**config.mk**
```make
export PLATFORM = sky130hd
export DESIGN_NAME = tec_top
export DESIGN_NICKNAME = d
export VERILOG_FILES = /design/src/rtl/tec_pkg.sv /design/src/rtl/tec_prescaler.sv /design/src/rtl/tec_edge_sync.sv /design/src/rtl/tec_top.sv
export VERILOG_INCLUDE_DIRS = /design/src /design/src/rtl
export SDC_FILE = /design/constraint.sdc
export NUM_CORES = 1
export LEC_CHECK = 0
export ABC_AREA = 1
export BUFFER_PORTS_ARGS = -buffer_cell sky130_fd_sc_hd__buf_2
export CORE_ASPECT_RATIO = 1.2
export CORE_MARGIN = 8
export CORE_UTILIZATION = 37
export CTS_CLUSTER_DIAMETER = 50
export DETAILED_ROUTE_END_ITERATION = 6
export MAX_ROUTING_LAYER = met4
export PLACE_DENSITY = 0.54
export SLEW_MARGIN = 5
export SYNTH_ARGS = -nofsm -noshare
export SYNTH_HDL_FRONTEND = slang
export SYNTH_HIERARCHICAL = 1
export SYNTH_SLANG_ARGS = --single-unit
```
**constraint.sdc**
```tcl
create_clock -name aclk -period 6.4 [get_ports aclk]
set_clock_uncertainty 0.2 [all_clocks]
set_input_delay 0.96 -clock aclk [delete_from_list [all_inputs] [get_ports aclk]]
set_output_delay 0.96 -clock aclk [all_outputs]
set_load 0.02 [all_outputs]
```
**src/rtl/tec_defines.svh**
```systemverilog
// Purpose: Register map constants of the timer channel
// Assumes: Byte addresses, one word per register
// Notes: Definitions only
`ifndef TEC_DEFINES_SVH
`define TEC_DEFINES_SVH

// Register byte offsets
`define TEC_OFS_CHAN_EN    8'h00
`define TEC_OFS_RUN        8'h04
`define TEC_OFS_CTRL       8'h08
`define TEC_OFS_MODE       8'h0C
`define TEC_OFS_FFCR       8'h10
`define TEC_OFS_STATUS     8'h14
`define TEC_OFS_CMP0       8'h18
`define TEC_OFS_CMP1       8'h1C
`define TEC_OFS_CAP0       8'h20
`define TEC_OFS_CAP1       8'h24
`define TEC_OFS_SNAP       8'h28

// Field positions
`define TEC_BIT_CHAN_EN    0
`define TEC_BIT_RUN        0
`define TEC_BIT_BUF_EN     7
`define TEC_CTRL_TRIG_HI   1
`define TEC_CTRL_TRIG_LO   0
`define TEC_MODE_SRC_HI    2
`define TEC_MODE_SRC_LO    0
`define TEC_BIT_CLE        3
`define TEC_MODE_CPM_HI    5
`define TEC_MODE_CPM_LO    4
`define TEC_BIT_SWCAP      6
`define TEC_FF_CMD_HI      1
`define TEC_FF_CMD_LO      0
`define TEC_BIT_T_M0       2
`define TEC_BIT_T_M1       3
`define TEC_BIT_T_C0       4
`define TEC_BIT_T_C1       5

// Field encodings
`define TEC_SRC_EXT        3'h0
`define TEC_TRIG_EXT       2'h1
`define TEC_CPM_OFF        2'h0
`define TEC_CPM_RISE_FALL  2'h1
`define TEC_CPM_RISE       2'h2
`define TEC_CPM_MATCH      2'h3
`define TEC_FF_INVERT      2'h0
`define TEC_FF_SET         2'h1
`define TEC_FF_CLEAR       2'h2
`define TEC_FF_HOLD        2'h3

// Reset values and counter maximum
`define TEC_RST_MODE       8'h40
`define TEC_RST_CTRL       8'h00
`define TEC_RST_FFCR       6'h00
`define TEC_RST_CNT        16'h0000
`define TEC_CNT_MAX        16'hFFFF

// AXI responses
`define TEC_RESP_OKAY      2'h0
`define TEC_RESP_SLVERR    2'h2

`endif

```
**src/rtl/tec_pkg.sv**
```systemverilog
// Purpose: Types shared by the timer channel
// Assumes: Nothing
// Notes: Constants live in tec_defines.svh
package tec_pkg;

  typedef enum logic [1:0] {
    TEC_STOP  = 2'h0,
    TEC_ARMED = 2'h1,
    TEC_COUNT = 2'h2
  } tec_cnt_state_t;

endpackage : tec_pkg

```
**src/rtl/tec_prescaler.sv**
```systemverilog
// Purpose: Free-running prescaler giving one-cycle count strobes per tap
// Assumes: Select 1..7 pick divide by 1,4,16,32,64,128,256; 0 gives none
// Notes: Strobe is registered
`timescale 1ns/10ps
`include "tec_defines.svh"
module tec_prescaler #(
  parameter int DIV_W = 8
) (
  // Clock and reset
  input wire logic aclk,
  input wire logic aresetn,
  // Tap select and strobe
  input wire logic [2:0] tap_sel,
  output logic tick
);

  logic [DIV_W-1:0] div_r;

  function automatic logic [DIV_W-1:0] tec_tap_mask(input logic [2:0] sel);
    case (sel)
      3'h1: tec_tap_mask = DIV_W'(8'h00);
      3'h2: tec_tap_mask = DIV_W'(8'h03);
      3'h3: tec_tap_mask = DIV_W'(8'h0F);
      3'h4: tec_tap_mask = DIV_W'(8'h1F);
      3'h5: tec_tap_mask = DIV_W'(8'h3F);
      3'h6: tec_tap_mask = DIV_W'(8'h7F);
      3'h7: tec_tap_mask = DIV_W'(8'hFF);
      default: tec_tap_mask = DIV_W'(8'h00);
    endcase
  endfunction : tec_tap_mask

  always_ff @(posedge aclk) begin
    if (!aresetn) begin
      div_r <= '0;
    end else begin
      div_r <= div_r + DIV_W'(1);
    end
  end

  always_ff @(posedge aclk) begin
    if (!aresetn) begin
      tick <= 1'b0;
    end else begin
      tick <= (tap_sel != `TEC_SRC_EXT) &&
              ((div_r & tec_tap_mask(tap_sel)) == tec_tap_mask(tap_sel));
    end
  end

endmodule : tec_prescaler

```
**src/rtl/tec_edge_sync.sv**
```systemverilog
// Purpose: Two-stage synchroniser with rising and falling edge strobes
// Assumes: Input is asynchronous to aclk
// Notes: Strobes are one cycle, registered
`timescale 1ns/10ps
module tec_edge_sync (
  // Clock and reset
  input wire logic aclk,
  input wire logic aresetn,
  // Pin and strobes
  input wire logic pin_in,
  output logic level,
  output logic rise,
  output logic fall
);

  logic meta_r;
  logic sync_r;

  always_ff @(posedge aclk) begin
    if (!aresetn) begin
      meta_r <= 1'b0;
      sync_r <= 1'b0;
      level <= 1'b0;
    end else begin
      meta_r <= pin_in;
      sync_r <= meta_r;
      level <= sync_r;
    end
  end

  always_ff @(posedge aclk) begin
    if (!aresetn) begin
      rise <= 1'b0;
      fall <= 1'b0;
    end else begin
      rise <= sync_r && !level;
      fall <= !sync_r && level;
    end
  end

endmodule : tec_edge_sync

```
**src/rtl/tec_top.sv**
```systemverilog
// Purpose: 16-bit timer and event counter channel with AXI4-Lite registers
// Assumes: One clock, synchronous active-low reset
// Notes: Event outputs are one-cycle pulses
//
// The implementer's own choices: the address map and register access over AXI4-Lite.
`timescale 1ns/10ps
`include "tec_defines.svh"

// Operation
// - Channel counter is a sixteen-bit binary up-counter.
// - Source select picks a prescaler tap or rising input pin edges.
// - Run bit one counts; run bit zero stops and zeroes counter.
// - Clear-on-match set clears counter at compare 1 match; else free-running.
// - Counter overflow raises the compare-0/overflow event.
// - Two compare registers; match when counter equals either.
// - Shadow buffers, off after reset, load at compare 1 match when enabled.
// - Compare writes act immediately while the counter is stopped.
// - Two-bit capture timing field chooses capture latch events.
// - Writing zero to software capture bit copies counter to capture 0.
// - Snapshot register reads the current counter value.
// - Compare 0 or 1 matches raise their own match events.
// - Toggle flip-flop inverts when an odd number of enabled matches and capture latches coincide.
// - Command field: 00 inverts, 01 sets, 10 clears the flip-flop.
// - Toggle flip-flop drives the timer output pin.
// - Capture events fire when capture 0 or 1 is latched.
// - Event counter mode counts input rising edges; read via software capture.
// - With buffering, buffer 0 loads compare 0 at compare 1 match.
// - Trigger field 01 starts counting on a rising input pin edge.
module tec_top #(
  parameter int CNT_W = 16,
  parameter int PRESC_W = 8
) (
  // Clock and reset
  input wire logic aclk,
  input wire logic aresetn,
  // AXI4-Lite write address
  input wire logic [7:0] s_axi_awaddr,
  input wire logic s_axi_awvalid,
  output logic s_axi_awready,
  // AXI4-Lite write data
  input wire logic [31:0] s_axi_wdata,
  input wire logic [3:0] s_axi_wstrb,
  input wire logic s_axi_wvalid,
  output logic s_axi_wready,
  // AXI4-Lite write response
  output logic [1:0] s_axi_bresp,
  output logic s_axi_bvalid,
  input wire logic s_axi_bready,
  // AXI4-Lite read address
  input wire logic [7:0] s_axi_araddr,
  input wire logic s_axi_arvalid,
  output logic s_axi_arready,
  // AXI4-Lite read data
  output logic [31:0] s_axi_rdata,
  output logic [1:0] s_axi_rresp,
  output logic s_axi_rvalid,
  input wire logic s_axi_rready,
  // Pins
  input wire logic timer_input_pin,
  output logic timer_output_pin,
  // Events
  output logic match0_overflow_irq,
  output logic match1_irq,
  output logic capture0_irq,
  output logic capture1_irq
);

  ////////////////////////////////////////////////////////////////////////////////
  // Declarations

  logic chan_en_r;
  logic run_bit_r;
  logic [7:0] control_register_r;
  logic [7:0] mode_register_r;
  logic [5:0] ffcr_r;
  logic [CNT_W-1:0] count_register_r;
  logic [CNT_W-1:0] compare_reg_0_r;
  logic [CNT_W-1:0] compare_reg_1_r;
  logic [CNT_W-1:0] buf0_r;
  logic [CNT_W-1:0] buf1_r;
  logic [CNT_W-1:0] capture_reg_0_r;
  logic [CNT_W-1:0] capture_reg_1_r;
  logic toggle_flipflop_r;
  tec_pkg::tec_cnt_state_t state_r;
  tec_pkg::tec_cnt_state_t state_nxt;
  logic [CNT_W-1:0] count_nxt;

  logic bvalid_r;
  logic [1:0] bresp_r;
  logic rvalid_r;
  logic [1:0] rresp_r;
  logic [31:0] rdata_r;

  logic wr_go;
  logic rd_go;
  logic [31:0] rd_data;
  logic rd_err;
  logic wr_err;

  logic presc_tick;
  logic pin_level;
  logic pin_rise;
  logic pin_fall;

  logic [2:0] count_source_select;
  logic clear_on_match_bit;
  logic [1:0] capture_timing_field;
  logic buffer_enable_bit;
  logic [1:0] trig_field;
  logic cnt_tick;
  logic cnt_en;
  logic comparator_a;
  logic comparator_b;
  logic m0_ev;
  logic m1_ev;
  logic ovf_ev;
  logic sw_cap;
  logic cap0_ev;
  logic cap1_ev;
  logic toggle_ev;
  logic wr_cmp0;
  logic wr_cmp1;
  logic wr_ffcr;
  logic [1:0] flipflop_command_field;

  function automatic logic [CNT_W-1:0] tec_merge(input logic [CNT_W-1:0] old_v,
                                                 input logic [31:0] data,
                                                 input logic [3:0] strb);
    tec_merge = old_v;
    if (strb[0]) tec_merge[7:0] = data[7:0];
    if (strb[1]) tec_merge[CNT_W-1:8] = data[CNT_W-1:8];
  endfunction : tec_merge

  function automatic logic tec_wr_hit(input logic go, input logic [7:0] addr,
                                      input logic [7:0] ofs);
    tec_wr_hit = go && (addr == ofs);
  endfunction : tec_wr_hit

  ////////////////////////////////////////////////////////////////////////////////
  // Count strobe sources

  assign count_source_select = mode_register_r[`TEC_MODE_SRC_HI:`TEC_MODE_SRC_LO];
  assign clear_on_match_bit = mode_register_r[`TEC_BIT_CLE];
  assign capture_timing_field = mode_register_r[`TEC_MODE_CPM_HI:`TEC_MODE_CPM_LO];
  assign buffer_enable_bit = control_register_r[`TEC_BIT_BUF_EN];
  assign trig_field = control_register_r[`TEC_CTRL_TRIG_HI:`TEC_CTRL_TRIG_LO];

  tec_prescaler #(
    .DIV_W(PRESC_W)
  ) u_presc (
    .aclk(aclk),
    .aresetn(aresetn),
    .tap_sel(count_source_select),
    .tick(presc_tick)
  );

  tec_edge_sync u_pin (
    .aclk(aclk),
    .aresetn(aresetn),
    .pin_in(timer_input_pin),
    .level(pin_level),
    .rise(pin_rise),
    .fall(pin_fall)
  );

  assign cnt_tick = (count_source_select == `TEC_SRC_EXT) ? pin_rise : presc_tick;

  ////////////////////////////////////////////////////////////////////////////////
  // AXI4-Lite handshake

  assign wr_go = s_axi_awvalid && s_axi_wvalid && !bvalid_r;
  assign rd_go = s_axi_arvalid && !rvalid_r;
  assign s_axi_awready = wr_go;
  assign s_axi_wready = wr_go;
  assign s_axi_arready = rd_go;
  assign s_axi_bvalid = bvalid_r;
  assign s_axi_bresp = bresp_r;
  assign s_axi_rvalid = rvalid_r;
  assign s_axi_rresp = rresp_r;
  assign s_axi_rdata = rdata_r;

  assign wr_err = (s_axi_awaddr[1:0] != 2'h0) || (s_axi_awaddr > `TEC_OFS_SNAP);

  always_ff @(posedge aclk) begin
    if (!aresetn) begin
      bvalid_r <= 1'b0;
      bresp_r <= `TEC_RESP_OKAY;
    end else if (wr_go) begin
      bvalid_r <= 1'b1;
      bresp_r <= wr_err ? `TEC_RESP_SLVERR : `TEC_RESP_OKAY;
    end else if (s_axi_bready) begin
      bvalid_r <= 1'b0;
    end
  end

  always_comb begin
    rd_data = 32'h0000_0000;
    rd_err = 1'b0;
    case (s_axi_araddr)
      `TEC_OFS_CHAN_EN: rd_data[`TEC_BIT_CHAN_EN] = chan_en_r;
      `TEC_OFS_RUN: rd_data[`TEC_BIT_RUN] = run_bit_r;
      `TEC_OFS_CTRL: rd_data[7:0] = control_register_r;
      `TEC_OFS_MODE: rd_data[7:0] = mode_register_r;
      `TEC_OFS_FFCR: rd_data[5:0] = {ffcr_r[5:2], `TEC_FF_HOLD};
      `TEC_OFS_STATUS: rd_data[3:0] = {pin_level, state_r, toggle_flipflop_r};
      `TEC_OFS_CMP0: rd_data[CNT_W-1:0] = compare_reg_0_r;
      `TEC_OFS_CMP1: rd_data[CNT_W-1:0] = compare_reg_1_r;
      `TEC_OFS_CAP0: rd_data[CNT_W-1:0] = capture_reg_0_r;
      `TEC_OFS_CAP1: rd_data[CNT_W-1:0] = capture_reg_1_r;
      `TEC_OFS_SNAP: rd_data[CNT_W-1:0] = count_register_r;
      default: rd_err = 1'b1;
    endcase
  end

  always_ff @(posedge aclk) begin
    if (!aresetn) begin
      rvalid_r <= 1'b0;
      rresp_r <= `TEC_RESP_OKAY;
      rdata_r <= 32'h0000_0000;
    end else if (rd_go) begin
      rvalid_r <= 1'b1;
      rresp_r <= rd_err ? `TEC_RESP_SLVERR : `TEC_RESP_OKAY;
      rdata_r <= rd_data;
    end else if (s_axi_rready) begin
      rvalid_r <= 1'b0;
    end
  end

  ////////////////////////////////////////////////////////////////////////////////
  // Control registers

  assign wr_cmp0 = tec_wr_hit(wr_go, s_axi_awaddr, `TEC_OFS_CMP0);
  assign wr_cmp1 = tec_wr_hit(wr_go, s_axi_awaddr, `TEC_OFS_CMP1);
  assign wr_ffcr = tec_wr_hit(wr_go, s_axi_awaddr, `TEC_OFS_FFCR) && s_axi_wstrb[0];
  assign flipflop_command_field = s_axi_wdata[`TEC_FF_CMD_HI:`TEC_FF_CMD_LO];
  assign sw_cap = tec_wr_hit(wr_go, s_axi_awaddr, `TEC_OFS_MODE) && s_axi_wstrb[0] &&
                  !s_axi_wdata[`TEC_BIT_SWCAP];

  always_ff @(posedge aclk) begin
    if (!aresetn) begin
      chan_en_r <= 1'b0;
      run_bit_r <= 1'b0;
      control_register_r <= `TEC_RST_CTRL;
      mode_register_r <= `TEC_RST_MODE;
      ffcr_r <= `TEC_RST_FFCR;
    end else if (wr_go && s_axi_wstrb[0]) begin
      case (s_axi_awaddr)
        `TEC_OFS_CHAN_EN: chan_en_r <= s_axi_wdata[`TEC_BIT_CHAN_EN];
        `TEC_OFS_RUN: run_bit_r <= s_axi_wdata[`TEC_BIT_RUN];
        `TEC_OFS_CTRL: control_register_r <= s_axi_wdata[7:0];
        `TEC_OFS_MODE: mode_register_r <= s_axi_wdata[7:0];
        `TEC_OFS_FFCR: ffcr_r <= s_axi_wdata[5:0];
        default: ;
      endcase
    end
  end

  ////////////////////////////////////////////////////////////////////////////////
  // Counter

  always_comb begin
    state_nxt = state_r;
    case (state_r)
      tec_pkg::TEC_STOP: begin
        if (run_bit_r && chan_en_r) begin
          state_nxt = (trig_field == `TEC_TRIG_EXT) ? tec_pkg::TEC_ARMED
                                                    : tec_pkg::TEC_COUNT;
        end
      end
      tec_pkg::TEC_ARMED: begin
        if (pin_rise) begin
          state_nxt = tec_pkg::TEC_COUNT;
        end
      end
      tec_pkg::TEC_COUNT: state_nxt = tec_pkg::TEC_COUNT;
      default: state_nxt = tec_pkg::TEC_STOP;
    endcase
    if (!run_bit_r || !chan_en_r) begin
      state_nxt = tec_pkg::TEC_STOP;
    end
  end

  always_ff @(posedge aclk) begin
    if (!aresetn) begin
      state_r <= tec_pkg::TEC_STOP;
    end else begin
      state_r <= state_nxt;
    end
  end

  assign cnt_en = (state_r == tec_pkg::TEC_COUNT) && run_bit_r && chan_en_r && cnt_tick;
  assign comparator_a = (count_register_r == compare_reg_0_r);
  assign comparator_b = (count_register_r == compare_reg_1_r);
  assign m0_ev = cnt_en && comparator_a;
  assign m1_ev = cnt_en && comparator_b;
  assign ovf_ev = cnt_en && (count_register_r == `TEC_CNT_MAX) &&
                  !(clear_on_match_bit && comparator_b);

  always_comb begin
    count_nxt = count_register_r;
    if (!run_bit_r) begin
      count_nxt = `TEC_RST_CNT;
    end else if (cnt_en) begin
      if (clear_on_match_bit && comparator_b) begin
        count_nxt = `TEC_RST_CNT;
      end else begin
        count_nxt = count_register_r + CNT_W'(1);
      end
    end
  end

  always_ff @(posedge aclk) begin
    if (!aresetn) begin
      count_register_r <= `TEC_RST_CNT;
    end else begin
      count_register_r <= count_nxt;
    end
  end

  ////////////////////////////////////////////////////////////////////////////////
  // Compare registers and shadow buffers

  always_ff @(posedge aclk) begin
    if (!aresetn) begin
      buf0_r <= `TEC_RST_CNT;
      buf1_r <= `TEC_RST_CNT;
    end else begin
      if (wr_cmp0) begin
        buf0_r <= tec_merge(buf0_r, s_axi_wdata, s_axi_wstrb);
      end
      if (wr_cmp1) begin
        buf1_r <= tec_merge(buf1_r, s_axi_wdata, s_axi_wstrb);
      end
    end
  end

  always_ff @(posedge aclk) begin
    if (!aresetn) begin
      compare_reg_0_r <= `TEC_RST_CNT;
      compare_reg_1_r <= `TEC_RST_CNT;
    end else if (!buffer_enable_bit || !run_bit_r) begin
      if (wr_cmp0) begin
        compare_reg_0_r <= tec_merge(buf0_r, s_axi_wdata, s_axi_wstrb);
      end
      if (wr_cmp1) begin
        compare_reg_1_r <= tec_merge(buf1_r, s_axi_wdata, s_axi_wstrb);
      end
    end else if (m1_ev) begin
      compare_reg_0_r <= buf0_r;
      compare_reg_1_r <= buf1_r;
    end
  end

  ////////////////////////////////////////////////////////////////////////////////
  // Capture

  always_comb begin
    cap0_ev = sw_cap;
    cap1_ev = 1'b0;
    case (capture_timing_field)
      `TEC_CPM_OFF: cap1_ev = 1'b0;
      `TEC_CPM_RISE_FALL: begin
        cap0_ev = sw_cap || pin_rise;
        cap1_ev = pin_fall;
      end
      `TEC_CPM_RISE: cap0_ev = sw_cap || pin_rise;
      `TEC_CPM_MATCH: begin
        cap0_ev = sw_cap || m0_ev;
        cap1_ev = m1_ev;
      end
      default: cap1_ev = 1'b0;
    endcase
  end

  always_ff @(posedge aclk) begin
    if (!aresetn) begin
      capture_reg_0_r <= `TEC_RST_CNT;
      capture_reg_1_r <= `TEC_RST_CNT;
    end else begin
      if (cap0_ev) begin
        capture_reg_0_r <= count_register_r;
      end
      if (cap1_ev) begin
        capture_reg_1_r <= count_register_r;
      end
    end
  end

  ////////////////////////////////////////////////////////////////////////////////
  // Toggle flip-flop and events

  assign toggle_ev = (m0_ev && ffcr_r[`TEC_BIT_T_M0]) ^ (m1_ev && ffcr_r[`TEC_BIT_T_M1]) ^
                     (cap0_ev && ffcr_r[`TEC_BIT_T_C0]) ^ (cap1_ev && ffcr_r[`TEC_BIT_T_C1]);

  always_ff @(posedge aclk) begin
    if (!aresetn) begin
      toggle_flipflop_r <= 1'b0;
    end else if (wr_ffcr && (flipflop_command_field != `TEC_FF_HOLD)) begin
      case (flipflop_command_field)
        `TEC_FF_INVERT: toggle_flipflop_r <= !toggle_flipflop_r;
        `TEC_FF_SET: toggle_flipflop_r <= 1'b1;
        `TEC_FF_CLEAR: toggle_flipflop_r <= 1'b0;
        default: toggle_flipflop_r <= toggle_flipflop_r;
      endcase
    end else if (toggle_ev) begin
      toggle_flipflop_r <= !toggle_flipflop_r;
    end
  end

  assign timer_output_pin = toggle_flipflop_r;

  always_ff @(posedge aclk) begin
    if (!aresetn) begin
      match0_overflow_irq <= 1'b0;
      match1_irq <= 1'b0;
      capture0_irq <= 1'b0;
      capture1_irq <= 1'b0;
    end else begin
      match0_overflow_irq <= m0_ev || ovf_ev;
      match1_irq <= m1_ev;
      capture0_irq <= cap0_ev;
      capture1_irq <= cap1_ev;
    end
  end

endmodule : tec_top

```
## Word level (Yosys, flattened, before mapping)

Cells that the tools add are included.

| word-level totals | value |
|---|---|
| output and inout port bits | 46 |
| input bits | 60 |
| bits in registers | 179 |
| logic and storage cells | 180 |

| operators by class | value |
|---|---|
| reduce and logical (&&, ||, !) cells | 68 |
| muxes and demuxes | 34 |
| add/sub/neg operators | 2 |
| bitwise logic cells | 5 |
| equality and inequality tests | 40 |
| magnitude comparators | 1 |

Operator list:

| operator | number |
|---|---|
| 16-bit two-way mux | 7 |
| 8-bit by 5-bit == test with 1-bit output, second input constant | 7 |
| 8-bit case mux with 6 select lines | 1 |
| 8-bit two-way mux | 5 |
| 8-bit case mux with 5 select lines | 1 |
| 16-bit == test | 2 |
| 8-bit by 4-bit == test with 1-bit output, second input constant | 4 |
| 1-bit logical AND | 28 |
| 3-bit case mux with 9 select lines | 1 |
| 8-bit by 6-bit == test with 1-bit output, second input constant | 3 |
| 2-bit AND reduction | 10 |
| 16-bit by 1-bit adder with 16-bit output, second input constant | 1 |
| 16-bit == test, second input constant | 1 |
| 8-bit by 3-bit == test with 1-bit output, second input constant | 2 |
| 8-bit zero test | 2 |
| 2-bit case mux with 8 select lines | 1 |
| 2-bit case mux with 7 select lines | 1 |
| 3-bit == test, second input constant | 4 |
| 1-bit case mux with 11 select lines | 1 |
| 11-bit OR reduction | 1 |
| 1-bit zero test | 10 |
| 2-bit two-way mux | 5 |
| 2-bit nonzero test | 5 |
| 8-bit by 1-bit adder with 8-bit output, second input constant | 1 |
| other kinds (20) | 46 |

## Depth between registers and ports, before layout

Gate-level depths: netlist of the first run.

| logic depth | value |
|---|---|
| word-level depth | 12 |
| mapped depth | 19 |
| mapped depth without buffers | 18 |

## Modules after synthesis

The synthesis of the first run kept the hierarchy.

Modules (own cells, without submodules):

| module | seq. area each (um2) | cells each | area an instance (um2) | times used |
|---|---|---|---|---|
| tec_top | 3223.1 | 1138 | 8125.3 | 1 |
| tec_prescaler | 180.2 | 60 | 412.9 | 1 |
| tec_edge_sync | 100.1 | 14 | 136.4 | 1 |

## Worst setup path after synthesis of the first run

No wires, ideal clock.

| timing | value |
|---|---|
| kind | input -> output |
| start point | input port s_axi_arvalid |
| end point | output port s_axi_arready |
| stages on the path | 3 |
| buffers on the path | 1 |
| data required time | 5.240 ns |
| data arrival time | 1.685 ns |
| setup slack | 3.555 ns |
| path through | inv_1 nor2_1 clkbuf_1 |

| between the ends | value |
|---|---|
| longest elaborated chain between the ends | 1 |

RTL lines:

| item | RTL line | text |
|---|---|---|
| from (decl) | tec_top.sv:51 | `input wire logic s_axi_arvalid,` |
| 1-bit logical AND | tec_top.sv:172 | `assign rd_go = s_axi_arvalid && !rvalid_r;` |
| to (decl) | tec_top.sv:52 | `output logic s_axi_arready,` |

Every way passes these cells.

## Final worst setup path of the first run

| timing | value |
|---|---|
| start point | input port s_axi_araddr[2] |
| end point | register rdata_r[7], in the netlist s_axi_rdata[7] |

| between the ends | value |
|---|---|
| longest elaborated chain between the ends | 2 |
| elaborated cells on any way between the ends | 8 |

RTL lines:

| item | RTL line | text |
|---|---|---|
| from (decl) | tec_top.sv:50 | `input wire logic [7:0] s_axi_araddr,` |
| 8-bit by 6-bit == test with 1-bit output (tied with other cells) | tec_top.sv:199 | `case (s_axi_araddr)` |
| 2-bit case mux with 7 select lines * | tec_top.sv:199 |  |
| to (signal assigned) | tec_top.sv:223 | `rdata_r <= rd_data;` |
| to (decl) | tec_top.sv:92 | `logic [31:0] rdata_r;` |

Mark *: on every way between the ends. The rest lies on a longest branch, timed or not.
A chain may end at the register's enable or synchronous reset.

==> results.ini, run 1 <==
[yosys]
syn_inst=1212
avgSynthCellArea_um2=7.16
synth_edf_count=0
ys_seq_area_frac=0.404
yosys_register_bits=175
synthArstFlopShare=0
yosys-top-cells-area=dfxtp_1 (40%), nand2_1 (11%), o21ai_0 (8.5%), inv_1 (6.0%), a21oi_1 (5.8%)
yosys.area.top_type_share=0.404
yosys_warnings=6
synth_top_area_cell=dfxtp_1
yosysMostFrequentCell=nand2_1
ys_top_cells_by_count=nand2_1 (247), dfxtp_1 (175), o21ai_0 (147), inv_1 (139), a21oi_1 (101)
yosys_most_used_dff=dfxtp_1
syn_area_um2=8670
ys_types=47

[clocking]
clk_pin_slew_ps=70
cts_resized=0
post_cts_buffers=0
cts_buffer_depth=2
cts_tree=built
h-tree-depth=4
cts-root-buf=clkbuf_16
cts_hold_buf=0
insertion_delay_ps=440
numCtsBuffers=17
clkSinkCount=175

[die]
dieArea_um2=28600
boundaryPins=106
fp.dieH_um=184
core_area_um2=23100
die_width_um=156
rows=61
start_util=0.375

[sta]
tightest_slew_ps=1080
setup_violations=0
setup_tns_ps=0
finalMaxSlewViolations=0
period_minus_slack_ps=3480
fmax_ghz=0.287
finalHoldViolations=0
grt_setup_unrepaired=no
period_share=0.544
maxSlewHeadroom=0.276
timing.hold.ws_ps=213

[critical_path]
cp-start-kind=input port
regToRegSetupSlack_ps=3530
critPathCapture=s_axi_rdata[7]
crit_fanout=11
r2r_end=timer_output_pin
reg2reg_from=count_register_r[9]
cp.arrival_ps=3640
worstSetupEndpointType=flop
critical_path_class=in -> reg
cp-startpoint=s_axi_araddr[2]
reg2reg_depth=15
crit_required_ps=6560

[grt]
grt_pass1_wl_mm=39.0
grt_pass1_vias=7240
antenna_found_initial=1
grt_overflow=0
grt_max_degree=84
grt.total_usage=0.177

[status]
status=complete, no violations

[power]
power_density_nw_per_um2=234
ir_drop_mv=0.180
p_leak_nw=3.80

[routing]
wl_per_cell_um=15.4
drc=0
dr_total_vias=7973
drt_iter0_drc=577
vias_per_cell=5.05
drtPass1Iterations=7
ant_nets=0
wirelength_mm=24.4

[finish]
drive_above_1_share=0.128
register_area_um2=3500
fin_cells=1579
syn_to_final_growth_pct=12.6
multi_input_area_um2=4270
fill_cells=2396
num-nets-final=1319

[worst_hold_path]
hold_class=reg -> reg

[place]
portBuffers=69
place_congestion=0.886
dp.cells=1546
post-dp-hpwl_mm=17.5

[flow_run]
maxCapViolCount=0

==> placed cells by master (no fill, tap or decap), types with 8 or more instances in the layout <==
master,n
buf_4,10
inv_2,10
clkbuf_16,17
buf_2,69
a211oi_1,18
nand3_1,26
nor2_2,8
a21oi_1,101
nor2_1,79
nand2_1,247
dfxtp_1,175
o21ai_0,147
ha_1,9
xor2_1,14
nor3_1,12
inv_1,139
conb_1,18
a221oi_1,22
o21ai_1,14
a31oi_1,41
==> critical path, cell delays in order <==
cell and delay (ps):
buf_2 80, inv_1 80, nor4_1 890, nand2_1 600, inv_1 470, a221oi_1 130
o2111ai_1 190, nand2_1 90, a21oi_1 140
==> cell families after synthesis <==
kind of cell	after synthesis	synth area share
XOR/XNOR	14	0.0141
other	1	0.000432
flip-flops	175	0.404
adder cells (fa/ha/maj)	9	0.0130
AND/OR/NAND/NOR	411	0.213
AO/OA/AOI/OAI	371	0.244
buffers and inverters	231	0.112
==> worst min path at each step <==
stage / startpoint / end / slack, ps / cells after the start
final: u_pin/sync_r / u_pin/fall / 210 / 1
after global routing: u_pin/sync_r / u_pin/fall / 230 / 1
after CTS: u_pin/sync_r / u_pin/fall / 220 / 1
after detailed placement: u_pin/sync_r / u_pin/fall / 200 / 1
after global placement: u_pin/meta_r / u_pin/sync_r / 190 / 2
after floorplan: u_pin/sync_r / u_pin/fall / 190 / 1
==> area by class of cell <==
class / instances / share of cell area
clock buffers: 17 / 0.0436
flip-flops and latches: 175 / 0.359
diodes: 1 / 0.000256
clock inverters: 15 / 0.0181
repair buffers: 79 / 0.0430
multi-input cells: 823 / 0.437
well taps: 315 / 0.0404
inverters: 154 / 0.0592
==> report_power, final <==
part / switching, mW / internal (mW) / total (mW)
Sequential: 0.00483 / 1.10 / 1.10
Clock: 0.480 / 0.590 / 1.07
Combinational: 0.0846 / 0.0321 / 0.117
==> flip-flops by register name, summed over array words and instances (netlist names), 2 cells and up <==
signal,flops
compare_reg_0_r,16
ffcr_r,4
buf0_r,16
u_presc/div_r,8
s_axi_rdata,16
compare_reg_1_r,16
state_r,2
control_register_r,8
capture_reg_1_r,16
capture_reg_0_r,16
buf1_r,16
count_register_r,16
mode_register_r,8
==> per-stage QoR <==
stage / cell area, um2 / power, mW / setup slack (ps) / utilization
2_1_floorplan: 8740 / 1.21 / 3560 / -
3_3_place_gp: 9160 / 1.24 / 2500 / 0.396
3_5_place_dp: 9160 / 1.24 / 2560 / 0.396
4_1_cts: 9760 / 2.32 / 3000 / 0.422
5_1_grt: 9770 / 2.37 / 2790 / 0.422
6_report: 9770 / 2.29 / 2920 / 0.422
==> per-layer routing <==
metal	global-route usage	wire (um)	vias up
met5	-	0	-
met4	0.0634	444	0
met3	0.0278	1020	26
met2	0.271	11000	171
met1	0.233	11900	3666
li1	-	-	4110
No activity file was read; power rests on OpenSTA's default activity.
==> inputs of run 2 (changes only) <==
- clock period: 6.4 -> 3.55 ns (I/O delays scaled with it)
==> results.ini, run 2 (same netlist as run 1, synthesis figures left out) <==
[status]
status=complete, no violations

[sta]
period_minus_slack_ps=2640
setup_violations=0  ; unchanged
period_share=0.742
fmax_ghz=0.379
tightest_slew_ps=858  ; -219 ps
timing.hold.ws_ps=79.8  ; -134 ps
fin_ws_ps=915  ; -2000 ps
maxSlewHeadroom=0.428  ; +0.152
setup_tns_ps=0  ; unchanged
finalMaxSlewViolations=0  ; unchanged
finalHoldViolations=0  ; unchanged
grt_setup_unrepaired=no

[die]
start_util=0.375  ; unchanged
die_width_um=156  ; unchanged
boundaryPins=106  ; unchanged
dieArea_um2=28600  ; unchanged
fp.dieH_um=184  ; unchanged
rows=61  ; unchanged
core_area_um2=23100  ; unchanged

[place]
post-dp-hpwl_mm=17.7  ; +1.3%
place_congestion=0.871  ; -1.7%
post-place-ws_ps=912  ; -1640 ps
portBuffers=69  ; unchanged

[finish]
fill_cells=2402  ; +0.25%
drive_above_1_share=0.133  ; +0.00460
syn_to_final_growth_pct=13.4
final_cell_mix=nand2_1 (247), dfxtp_1 (175), o21ai_0 (147), inv_1 (139), a21oi_1 (101)
num-nets-final=1329  ; +0.76%
layout_commonest_cell=nand2_1

[routing]
vias_per_cell=5.00  ; -1.1%
drt_iter0_drc=641  ; +11%
drtPass1Iterations=5  ; -2
wirelength_mm=24.5  ; +0.62%
dr_total_vias=7938  ; -0.44%
drc=0  ; unchanged
ant_nets=0  ; unchanged
wl_per_cell_um=15.4  ; about the same

[critical_path]
cp.arrival_ps=2820  ; -820 ps
worstSetupEndpointType=flop
reg2reg_from=state_r[0]
critical_path_class=reg -> reg
r2r_end=count_register_r[7]
cp-start-kind=flop
critPathCapture=count_register_r[7]
cp-startpoint=state_r[0]
reg2reg_depth=12  ; -3
crit_required_ps=3730  ; -2830 ps
regToRegSetupSlack_ps=910  ; -2620 ps
crit_fanout=9  ; -2

[clocking]
numCtsBuffers=17  ; unchanged
insertion_delay_ps=440  ; about the same
clk_pin_slew_ps=70  ; about the same
cts_tree=built
cts_buffer_depth=2  ; unchanged
cts_resized=0  ; unchanged
post_cts_buffers=0  ; unchanged
clkSinkCount=175  ; unchanged
h-tree-depth=4  ; unchanged
cts-root-buf=clkbuf_16
cts_hold_buf=0  ; unchanged

[power]
finalPower_mw=4.13  ; +80%
power_density_nw_per_um2=419  ; +79%
p_leak_nw=3.85  ; +1.4%
ir_drop_mv=0.256  ; +42%

[grt]
grt_overflow=0  ; unchanged
grt.total_usage=0.183  ; +0.00610
grt_pass1_wl_mm=40.4  ; +3.6%
grt_max_degree=94  ; +12%
grt_pass1_vias=7387  ; +2.0%
antenna_found_initial=2  ; +1

[flow_run]
maxCapViolCount=0  ; unchanged

[worst_hold_path]
hold_class=in -> reg

run 2: cell count changes in the layout (fill, tap and decap cells not counted):
cell / before / now
clkinvlp_4: 3 / 2
nor2_2: 8 / 7
clkinv_4: 2 / 1
clkbuf_8: 0 / 3
clkbuf_1: 0 / 1
diode_2: 1 / 2
inv_8: 4 / 1
buf_4: 10 / 20
nor2_1: 79 / 80
run 2: worst min-delay path by stage:
stage / startpoint / to / slack, ps / depth (start not counted)
after floorplan: u_pin/sync_r / u_pin/fall / 190 / 1
after global placement: u_pin/meta_r / u_pin/sync_r / 190 / 2
after detailed placement: u_pin/meta_r / u_pin/sync_r / 210 / 2
after CTS: timer_input_pin / u_pin/meta_r / 70 / 3
after global routing: timer_input_pin / u_pin/meta_r / 100 / 3
final: timer_input_pin / u_pin/meta_r / 80 / 3
run 2: metal layers:
metal / up-vias / global-route usage / routed length, um
met1: 3621 / 0.240 / 11700
met4: 0 / 0.0599 / 406
met5: - / - / 0
met2: 180 / 0.285 / 11200
met3: 27 / 0.0273 / 1210
li1: 4110 / - / -
run 2: power breakdown:
| part | switching (mW) | leakage [nW] | internal (mW) |
|---|---|---|---|
| clock network | 0.825 | 0.288 | 1.10 |
| registers | 0.00934 | 1.41 | 1.98 |
| logic | 0.152 | 2.15 | 0.0598 |
run 2: cell type report:
class	count	area [um2]	area share
inverters	154	578	0.0588
flip-flops and latches	175	3500	0.356
repair buffers	89	495	0.0504
diodes	2	5.00	0.000509
clock inverters	10	126	0.0128
clock buffers	21	470	0.0478
well taps	315	394	0.0401
multi-input cells	823	4260	0.433
run 2: per-stage QoR:
step | area (um2) | std cells | utilization
floorplan | 8740 | 1229 | -
global placement | 9230 | 1556 | 0.399
detailed placement | 9230 | 1556 | 0.399
CTS | 9830 | 1587 | 0.425
global route | 9840 | 1589 | 0.425
finish | 9840 | 1589 | 0.425
run 2: critical path: stages, from the launching register on:
cell,delay (ps)
dfxtp_1,410
inv_1,110
ha_1,210
inv_1,60
nor2_2,50
nand3_4,120
inv_2,100
nand3_4,140
inv_2,70
a21oi_2,340
clkinv_1,410
a21oi_1,220
o21a_1,130
